### config.mk
export PLATFORM = sky130hd
export DESIGN_NAME = itu_irq_trap_unit
export DESIGN_NICKNAME = d
export VERILOG_FILES = /design/src/itu_pkg.sv /design/src/itu_irq_trap_unit.sv
export SDC_FILE = /design/constraint.sdc
export NUM_CORES = 1
export LEC_CHECK = 0
export BUFFER_PORTS_ARGS = -buffer_cell sky130_fd_sc_hd__buf_2
export CORE_ASPECT_RATIO = 1.2
export CORE_UTILIZATION = 58
export CTS_BUF_LIST = sky130_fd_sc_hd__clkbuf_4
export DETAILED_ROUTE_END_ITERATION = 8
export PLACE_DENSITY = 0.88
export SYNTH_ARGS = -nofsm -noshare
export SYNTH_HDL_FRONTEND = slang
export SYNTH_SLANG_ARGS = --single-unit
### constraint.sdc
create_clock -name clock_in -period 5.6 [get_ports clock_in]
set_input_delay 0.28 -clock clock_in [delete_from_list [all_inputs] [get_ports clock_in]]
set_output_delay 0.28 -clock clock_in [all_outputs]
set_load 0.05 [all_outputs]
### src/itu_pkg.sv
package itu_pkg;

   // register byte offsets on the bus
   localparam logic [7:0] ITU_OFF_STATUS_WORD = 8'h00;
   localparam logic [7:0] ITU_OFF_CONTROL     = 8'h04;
   localparam logic [7:0] ITU_OFF_STACK_PTR   = 8'h08;
   localparam logic [7:0] ITU_OFF_EVENTS      = 8'h0c;
   localparam logic [7:0] ITU_OFF_EVENT_MASK  = 8'h10;
   localparam logic [7:0] ITU_OFF_PROG_CNT    = 8'h14;

   // processor status word fields
   localparam int ITU_PSW_GIE  = 0;
   localparam int ITU_PSW_ENI  = 1;
   localparam int ITU_PSW_EXT_IRQ_PENDING = 2;
   localparam int ITU_PSW_TIMER_IRQ_ENABLE = 4;
   localparam int ITU_PSW_TIMER_IRQ_PENDING = 5;
   // control register field: external interrupt edge select, set for falling edge
   localparam int ITU_CTL_EDGE = 2;

   // event status and mask fields
   localparam int ITU_EV_EXT   = 0;
   localparam int ITU_EV_TIMER = 1;
   localparam int ITU_EV_TRAP  = 2;
   localparam int ITU_EV_ACK   = 3;
   localparam int ITU_EV_W     = 4;

   // reset values
   localparam logic [7:0]          ITU_RST_BYTE  = 8'h00;
   localparam logic [ITU_EV_W-1:0] ITU_RST_EV    = 4'h0;
   localparam logic [14:0]         ITU_RST_PC    = 15'h0000;

   // fixed values of the sequencer
   localparam logic [14:0] ITU_VECTOR      = 15'h00ff;
   localparam logic [7:0]  ITU_TRAP_OPCODE = 8'h00;
   localparam logic [7:0]  ITU_ROM_BLANK   = 8'h00;
   localparam logic [7:0]  ITU_RAM_BLANK   = 8'hff;
   localparam logic [2:0]  ITU_ACK_CYCLES  = 3'h7;
   localparam logic [7:0]  ITU_SP_STEP     = 8'h02;

   typedef enum logic [1:0] {
      ITU_ST_IDLE = 2'b00,
      ITU_ST_ACK  = 2'b01,
      ITU_ST_POP  = 2'b10
   } itu_state_e;

   typedef enum logic [1:0] {
      ITU_RET_PLAIN = 2'b00,
      ITU_RET_SKIP  = 2'b01,
      ITU_RET_IRQ   = 2'b10
   } itu_ret_e;

   // stack memory port towards the RAM
   typedef struct packed {
      logic       wr;
      logic       rd;
      logic [7:0] addr;
      logic [7:0] wdata;
   } itu_stack_s;

   // program counter load towards the core sequencer
   typedef struct packed {
      logic        load;
      logic        skip;
      logic [14:0] value;
   } itu_pc_load_s;

endpackage

### src/itu_irq_trap_unit.sv
// Added by the designer: register access over Avalon-MM and the register addresses.
`timescale 1ns/100ps

module itu_irq_trap_unit
   import itu_pkg::*;
#(
   parameter int ROM_SIZE = 4096,
   parameter int RAM_SIZE = 128
) (
   // clock and reset
   input  wire logic         clock_in,
   input  wire logic         reset_in,
   // avalon-mm slave
   input  wire logic [7:0]   address_in,
   input  wire logic         read_in,
   input  wire logic         write_in,
   input  wire logic [3:0]   byteenable_in,
   input  wire logic [31:0]  writedata_in,
   output logic [31:0]       readdata_out,
   output logic              waitrequest_out,
   // interrupt sources
   input  wire logic         ext_irq_pin_in,
   input  wire logic         timer_event_in,
   // core sequencer
   input  wire logic         boundary_in,
   input  wire logic         exec_valid_in,
   input  wire logic [7:0]   exec_opcode_in,
   input  wire logic [14:0]  pc_in,
   input  wire logic         ret_valid_in,
   input  wire logic [1:0]   ret_kind_in,
   output logic              busy_out,
   output itu_pc_load_s      pc_load_out,
   // stack memory port
   output itu_stack_s        stack_out,
   input  wire logic [7:0]   stack_rdata_in,
   // memory read filters
   input  wire logic [14:0]  rom_addr_in,
   input  wire logic [7:0]   rom_data_in,
   output logic [7:0]        rom_data_out,
   input  wire logic [7:0]   ram_addr_in,
   input  wire logic [7:0]   ram_data_in,
   output logic [7:0]        ram_data_out,
   // interrupt to host
   output logic              irq_out
);

   typedef struct packed {
      logic [2:0]          pin_sync;
      logic [7:0]          processor_status_word;
      logic [7:0]          ctrl;
      logic [7:0]          sp;
      logic [ITU_EV_W-1:0] events;
      logic [ITU_EV_W-1:0] mask;
      logic [14:0]         pc_seen;
      itu_state_e          state;
      logic [2:0]          cnt;
      itu_ret_e            ret_kind;
      logic [7:0]          pop_lo;
      logic [7:0]          prev_addr;
      logic                wait_n;
      logic [31:0]         rdata;
      logic                busy;
      itu_pc_load_s        pc_load;
      itu_stack_s          stack;
      logic [7:0]          rom_data;
      logic [7:0]          ram_data;
      logic                irq;
   } itu_regs_s;

   itu_regs_s r_q;
   itu_regs_s r_d;

   logic        req;
   logic        bus_take;
   logic        ext_edge;
   logic        hw_take;
   logic        trap_take;
   logic [7:0]  stack_rd;
   logic [ITU_EV_W-1:0] ev_set;

   always_comb begin
      r_d        = r_q;
      req        = read_in | write_in;
      // a request is taken on the edge where waitrequest is already low
      bus_take   = req & ~r_q.wait_n;
      ext_edge   = 1'b0;
      hw_take    = 1'b0;
      trap_take  = 1'b0;
      ev_set     = ITU_RST_EV;
      stack_rd   = stack_rdata_in;

      // only the settled second/third stages feed the edge detector
      r_d.pin_sync = {r_q.pin_sync[1:0], ext_irq_pin_in};
      if (r_q.pin_sync[1] != r_q.pin_sync[2]) begin
         ext_edge = r_q.pin_sync[1] ^ r_q.ctrl[ITU_CTL_EDGE];
      end

      // single-cycle wait state on every access; waitrequest idles high
      r_d.wait_n = ~(req & r_q.wait_n);
      // read data holds until the next read so the master may take it late
      if (req & r_q.wait_n & read_in) begin
         case (address_in)
            ITU_OFF_STATUS_WORD: r_d.rdata = {24'h00_0000, r_q.processor_status_word};
            ITU_OFF_CONTROL:     r_d.rdata = {24'h00_0000, r_q.ctrl};
            ITU_OFF_STACK_PTR:   r_d.rdata = {24'h00_0000, r_q.sp};
            ITU_OFF_EVENTS:      r_d.rdata = {28'h000_0000, r_q.events};
            ITU_OFF_EVENT_MASK:  r_d.rdata = {28'h000_0000, r_q.mask};
            ITU_OFF_PROG_CNT:    r_d.rdata = {17'h0_0000, r_q.pc_seen};
            default:             r_d.rdata = 32'h0000_0000;
         endcase
      end

      // software writes; hardware updates below override them
      if (bus_take & write_in & byteenable_in[0]) begin
         case (address_in)
            ITU_OFF_STATUS_WORD: r_d.processor_status_word  = writedata_in[7:0];
            ITU_OFF_CONTROL:     r_d.ctrl = writedata_in[7:0];
            ITU_OFF_STACK_PTR:   r_d.sp   = writedata_in[7:0];
            ITU_OFF_EVENT_MASK:  r_d.mask = writedata_in[ITU_EV_W-1:0];
            default:             r_d.mask = r_d.mask;
         endcase
      end
      if (bus_take & read_in & (address_in == ITU_OFF_EVENTS)) begin
         r_d.events = ITU_RST_EV;
      end

      // pending flags: a source event wins over a clearing write
      if (ext_edge) begin
         r_d.processor_status_word[ITU_PSW_EXT_IRQ_PENDING] = 1'b1;
      end
      if (timer_event_in) begin
         r_d.processor_status_word[ITU_PSW_TIMER_IRQ_PENDING] = 1'b1;
      end

      r_d.pc_load.load = 1'b0;
      r_d.pc_load.skip = 1'b0;
      r_d.stack.wr     = 1'b0;
      r_d.stack.rd     = 1'b0;
      r_d.prev_addr    = r_q.stack.addr;

      case (r_q.state)
         ITU_ST_IDLE: begin
            hw_take = boundary_in & r_q.processor_status_word[ITU_PSW_GIE] &
                      ((r_q.processor_status_word[ITU_PSW_ENI] & r_q.processor_status_word[ITU_PSW_EXT_IRQ_PENDING]) |
                       (r_q.processor_status_word[ITU_PSW_TIMER_IRQ_ENABLE] & r_q.processor_status_word[ITU_PSW_TIMER_IRQ_PENDING]));
            trap_take = exec_valid_in & (exec_opcode_in == ITU_TRAP_OPCODE);
            if (hw_take | trap_take) begin
               r_d.state       = ITU_ST_ACK;
               r_d.cnt         = 3'h0;
               r_d.busy        = 1'b1;
               r_d.pc_seen     = pc_in;
               // high byte first, the stack grows toward lower addresses
               r_d.stack.wr    = 1'b1;
               r_d.stack.addr  = r_q.sp;
               r_d.stack.wdata = {1'b0, pc_in[14:8]};
               if (hw_take) begin
                  r_d.processor_status_word[ITU_PSW_GIE] = 1'b0;
               end
               // a trap does not touch the global enable
            end else if (ret_valid_in) begin
               r_d.state      = ITU_ST_POP;
               r_d.cnt        = 3'h0;
               r_d.busy       = 1'b1;
               r_d.ret_kind   = itu_ret_e'(ret_kind_in);
               r_d.stack.rd   = 1'b1;
               r_d.stack.addr = 8'(r_q.sp + 8'h01);
            end
         end
         ITU_ST_ACK: begin
            r_d.cnt = 3'(r_q.cnt + 3'h1);
            if (r_q.cnt == 3'h0) begin
               r_d.stack.wr    = 1'b1;
               r_d.stack.addr  = 8'(r_q.sp - 8'h01);
               r_d.stack.wdata = r_q.pc_seen[7:0];
               r_d.sp          = 8'(r_q.sp - ITU_SP_STEP);
            end
            // the vector load lands in the last of the seven cycles
            if (r_q.cnt == 3'(ITU_ACK_CYCLES - 3'h2)) begin
               r_d.pc_load.load  = 1'b1;
               r_d.pc_load.value = ITU_VECTOR;
            end
            if (r_q.cnt == 3'(ITU_ACK_CYCLES - 3'h1)) begin
               r_d.state = ITU_ST_IDLE;
               r_d.busy  = 1'b0;
            end
         end
         ITU_ST_POP: begin
            r_d.cnt = 3'(r_q.cnt + 3'h1);
            // stack data read past the RAM looks like erased memory
            if (int'(r_q.prev_addr) >= RAM_SIZE) begin
               stack_rd = ITU_RAM_BLANK;
            end
            if (r_q.cnt == 3'h0) begin
               r_d.stack.rd   = 1'b1;
               r_d.stack.addr = 8'(r_q.sp + ITU_SP_STEP);
            end else if (r_q.cnt == 3'h1) begin
               r_d.pop_lo = stack_rd;
            end else begin
               r_d.pc_load.load  = 1'b1;
               r_d.pc_load.value = {stack_rd[6:0], r_q.pop_lo};
               // skip is for trap handlers so the zero opcode is not rerun
               r_d.pc_load.skip  = (r_q.ret_kind == ITU_RET_SKIP);
               r_d.sp            = 8'(r_q.sp + ITU_SP_STEP);
               if (r_q.ret_kind == ITU_RET_IRQ) begin
                  r_d.processor_status_word[ITU_PSW_GIE] = 1'b1;
               end
               r_d.state = ITU_ST_IDLE;
               r_d.busy  = 1'b0;
            end
         end
         default: begin
            r_d.state = ITU_ST_IDLE;
            r_d.busy  = 1'b0;
         end
      endcase

      // event status: hardware setting wins over the read clear
      ev_set[ITU_EV_EXT]   = ext_edge;
      ev_set[ITU_EV_TIMER] = timer_event_in;
      ev_set[ITU_EV_TRAP]  = trap_take;
      ev_set[ITU_EV_ACK]   = hw_take;
      r_d.events = r_d.events | ev_set;
      r_d.irq    = |(r_d.events & r_d.mask);

      // unimplemented program memory reads zero so runaway code traps
      r_d.rom_data = (int'(rom_addr_in) >= ROM_SIZE) ? ITU_ROM_BLANK : rom_data_in;
      r_d.ram_data = (int'(ram_addr_in) >= RAM_SIZE) ? ITU_RAM_BLANK : ram_data_in;
   end

   always_ff @(posedge clock_in or posedge reset_in) begin
      if (reset_in) begin
         r_q          <= '0;
         r_q.processor_status_word      <= ITU_RST_BYTE;
         r_q.ctrl     <= ITU_RST_BYTE;
         r_q.pc_seen  <= ITU_RST_PC;
         r_q.state    <= ITU_ST_IDLE;
         r_q.ret_kind <= ITU_RET_PLAIN;
         r_q.wait_n   <= 1'b1;
         r_q.rom_data <= ITU_ROM_BLANK;
         r_q.ram_data <= ITU_RAM_BLANK;
      end else begin
         r_q <= r_d;
      end
   end

   assign readdata_out    = r_q.rdata;
   assign waitrequest_out = r_q.wait_n;
   assign busy_out        = r_q.busy;
   assign pc_load_out     = r_q.pc_load;
   assign stack_out       = r_q.stack;
   assign rom_data_out    = r_q.rom_data;
   assign ram_data_out    = r_q.ram_data;
   assign irq_out         = r_q.irq;

endmodule

==> flow_metrics.env <==
export IMPL_status="finished, final reports clean"
export IMPL_drv_slew=0
export IMPL_synth_area_leaders="dfrtp_1, buf_4, mux2_2, dfstp_2, mux2i_1"
export IMPL_grt_first_pass_wirelength_um=29200
export IMPL_tightest_slew_ns=0.848
export IMPL_timing_rr_end="r_q[153]"
export IMPL_power_leakage_nw=4.05
export IMPL_die_h_um=126
export IMPL_power_w=0.00369
export IMPL_crit_fanout=9
export IMPL_setup_tns_final_ns=0
export IMPL_yosysSeqAreaShare_pct=45.9
export IMPL_drc_errors=0
export IMPL_vias=5903
export IMPL_track_usage_pct=28.0
export IMPL_hold_path_depth=3
export IMPL_synthesis_instances=739
export IMPL_drt_iter0_markers=484
export IMPL_nNetsFinal=996
export IMPL_ys_types=67
export IMPL_grt_max_degree=86
export IMPL_pin_count=211
export IMPL_ys_ff_latch=135
export IMPL_rsz0062_at_grt="no"
export IMPL_syn2layout_area_growth_pct=15.5
export IMPL_rrSetupSlack_ns=2.87
export IMPL_core_area_um2=12300
export IMPL_io_buffer_count=147
export IMPL_end_kind="register"
export IMPL_r2r_start="waitrequest_out"
export IMPL_num_rows=44
export IMPL_worst_clock_skew_ns=0.0199
export IMPL_initial_core_util_pct=60.2
export IMPL_slew_headroom_pct=43.4
export IMPL_async_flop_share_pct=100
export IMPL_post_cts_buffers=0
export IMPL_dr_pass1_iters=6
export IMPL_synth_edf_count=0
export IMPL_cp_slowest_cell="nor3_1"
export IMPL_setup_viol=0
export IMPL_clockBufferDepth=2
export IMPL_start_kind="register"
export IMPL_drv_cap=0
export IMPL_grt_ovfl_total=0
export IMPL_holdCritStartpoint="stack_rdata_in[6]"
export IMPL_synth_area_leader_cell="dfrtp_1"
export IMPL_fillCellCount=872
export IMPL_worst_r2r_path_depth=6
export IMPL_ant_nets=0
export IMPL_crit_chain="nand3b_1, nor3_1, and2_1, nor2b_1, a211o_1, dlygate4sd3_1"
export IMPL_synthFlopType="dfrtp_1"
export IMPL_die_area_um2=13200
export IMPL_clkSlewWorstSetupHoldPaths_ns=0.13
export IMPL_drive_above_1_share_pct=30.3
export IMPL_cellPowerDensity_nw_per_um2=433
export IMPL_cts_root_buf="clkbuf_4"
export IMPL_slowest_delay_ns=0.56
export IMPL_antenna_found_initial=0
export IMPL_dieWidth_um=105
export IMPL_postCtsResizedCells=0
export IMPL_hold_viol_final=0
export IMPL_regArea_um2=3390
export IMPL_cts_htree_levels=4
export IMPL_worstHoldPathType="in2reg"
export IMPL_synth_cell_area_um2=7380
export IMPL_cp_arrival_ns=3.17
export IMPL_critPathTopFamily="simple AND/OR/NAND/NOR gates"
export IMPL_clock_sinks=135
export IMPL_worstSkewPairLatency_ns=0.54
export IMPL_wl_per_cell_um=17.0
export IMPL_synth_top_area_share_pct=42.7
export IMPL_max_freq_mhz=366
export IMPL_numCtsBuffers=17
export IMPL_hpwlAfterDp_um=11300
export IMPL_syn_area_per_cell_um2=9.99
export IMPL_ir_drop_mv=0.395
export IMPL_min_to="r_q[100]"
export IMPL_vias_per_cell=5.71
export IMPL_required_ns=6.03
export IMPL_place_congestion=0.855
export IMPL_grt_pass1_vias=5913
export IMPL_period_share_pct=48.8
export IMPL_crit_buf_inv=1
export IMPL_multi_input_area_um2=3160
export IMPL_routed_wirelength_um=17600
export IMPL_cts_tree="built"
export IMPL_period_minus_slack_ns=2.73
export IMPL_ys_warn_count=0
export IMPL_crit_type="reg2reg"
[worst reg2reg max path: stages, from the launching register on]
cell	delay, ns
dfstp_2	0.42
nand3b_1	0.19
nor3_1	0.56
and2_1	0.52
nor2b_1	0.12
a211o_1	0.27
dlygate4sd3_1	0.55
[logic make-up after synthesis]
family                   Yosys count  synth area share (%)
AND/OR/NAND/NOR                  207                  14.7
buffers and inverters            156                  12.4
AO/OA/AOI/OAI                    153                  13.7
flip-flops                       135                  45.9
multiplexers                      62                  9.69
adder cells (fa/ha/maj)           13                  2.20
XOR/XNOR                          12                  1.42
other                              1                0.0508
[timing repair]
action	CTS	global route
hold buffers	59	0
setup endpoints to repair	0	0
endpoints found under the hold margin	129	0
[synthesized netlist by cell type (all sizes together) (3+ instances only)]
cell type	count
nand2b	3
nor4	4
nand4b	3
xor2	5
xnor2	7
nand3b	3
nand2	57
or4	5
nor2	47
nor3	7
nor3b	12
inv	27
o21a	4
a22oi	7
a211oi	6
nand3	18
o22ai	9
a21o	3
mux4	4
a21oi	41
o21ai	28
mux2	36
dfrtp	126
dfstp	9
a21boi	4
or2	14
a221oi	8
ha	13
a22o	4
clkbuf	37
a211o	3
and3	4
nor2b	4
o211ai	3
o31ai	16
buf	92
and2	15
or3	3
mux2i	22
[per-layer routing]
metal,wire length (um),track usage (%)
met1,7050,34.4
met4,433,10.3
met5,0,0
met3,1090,5.32
met2,9030,49.0
[where the power goes]
part           switching [W]  total (W)  leakage, nW  internal [W]
clock network       0.000397   0.000672        0.156      0.000275
registers           0.000193    0.00139         1.69       0.00119
logic                0.00110    0.00163         2.21      0.000529
[layout make-up]
cell class                 count  share of cell area, %
antenna                        1                 0.0293
tap                          161                   2.36
clock inverter                15                   1.95
clock buffer                  17                   1.50
sequential                   135                   39.7
inverter                      27                   1.25
timing repair buffer         213                   16.2
multi-input combinational    464                   37.0
[cells in the final DEF (no fill, tap or decap), types with 6 or more instances in the layout]
cell           synthesis  final
or2_2                 14     14
mux2_2                36     36
o31ai_1               15     15
dlygate4sd3_1          0     59
mux2i_1               22     22
a221oi_1               8      8
dfrtp_1              126    126
o22ai_1                9      9
and2_1                15     15
nand2_1               57     57
nor3b_1               11     11
o21ai_0               28     28
conb_1                 1     17
clkbuf_4               0     17
buf_2                  5    147
xnor2_1                7      7
a22oi_1                7      7
inv_6                  0      6
nor2_1                47     47
a211oi_1               6      6
buf_4                 83      7
nor3_1                 7      7
ha_1                  13     13
inv_1                 27     26
a21oi_1               41     41
dfstp_2                9      9
nand3_1               18     18
[worst max-delay path by stage]
stage | start | endpoint | slack [ns] | cells past startpoint
2_1_floorplan | reset_in | busy_out | 1.72 | 1
3_3_place_gp | exec_opcode_in[2] | r_q[118] | 2.94 | 6
3_5_place_dp | r_q[107] | r_q[136] | 2.95 | 6
4_1_cts | waitrequest_out | r_q[153] | 2.88 | 6
5_1_grt | r_q[107] | r_q[136] | 2.61 | 6
6_report | waitrequest_out | r_q[153] | 2.87 | 6
[sequential cells by signal, indices dropped and copies added, names as in the netlist]
signal           flops
r_q                 64
stack_out           18
pc_load_out         17
readdata_out        15
ram_data_out         8
rom_data_out         8
r_d                  2
busy_out             1
irq_out              1
waitrequest_out      1
[per-stage QoR]
step	util [%]	hold WS, ns	setup slack (ns)	std cells	area [um2]
after global placement	62.2	0.350	2.94	941	7640
after CTS	69.4	0.00283	2.88	1032	8530
after global routing	69.4	0.00612	2.61	1032	8530
after detailed placement	62.2	0.339	2.95	941	7640
final	69.5	0.0450	2.87	1033	8530
after floorplan	-	0.311	1.72	755	7440
Power figures use the tool's default switching activity.
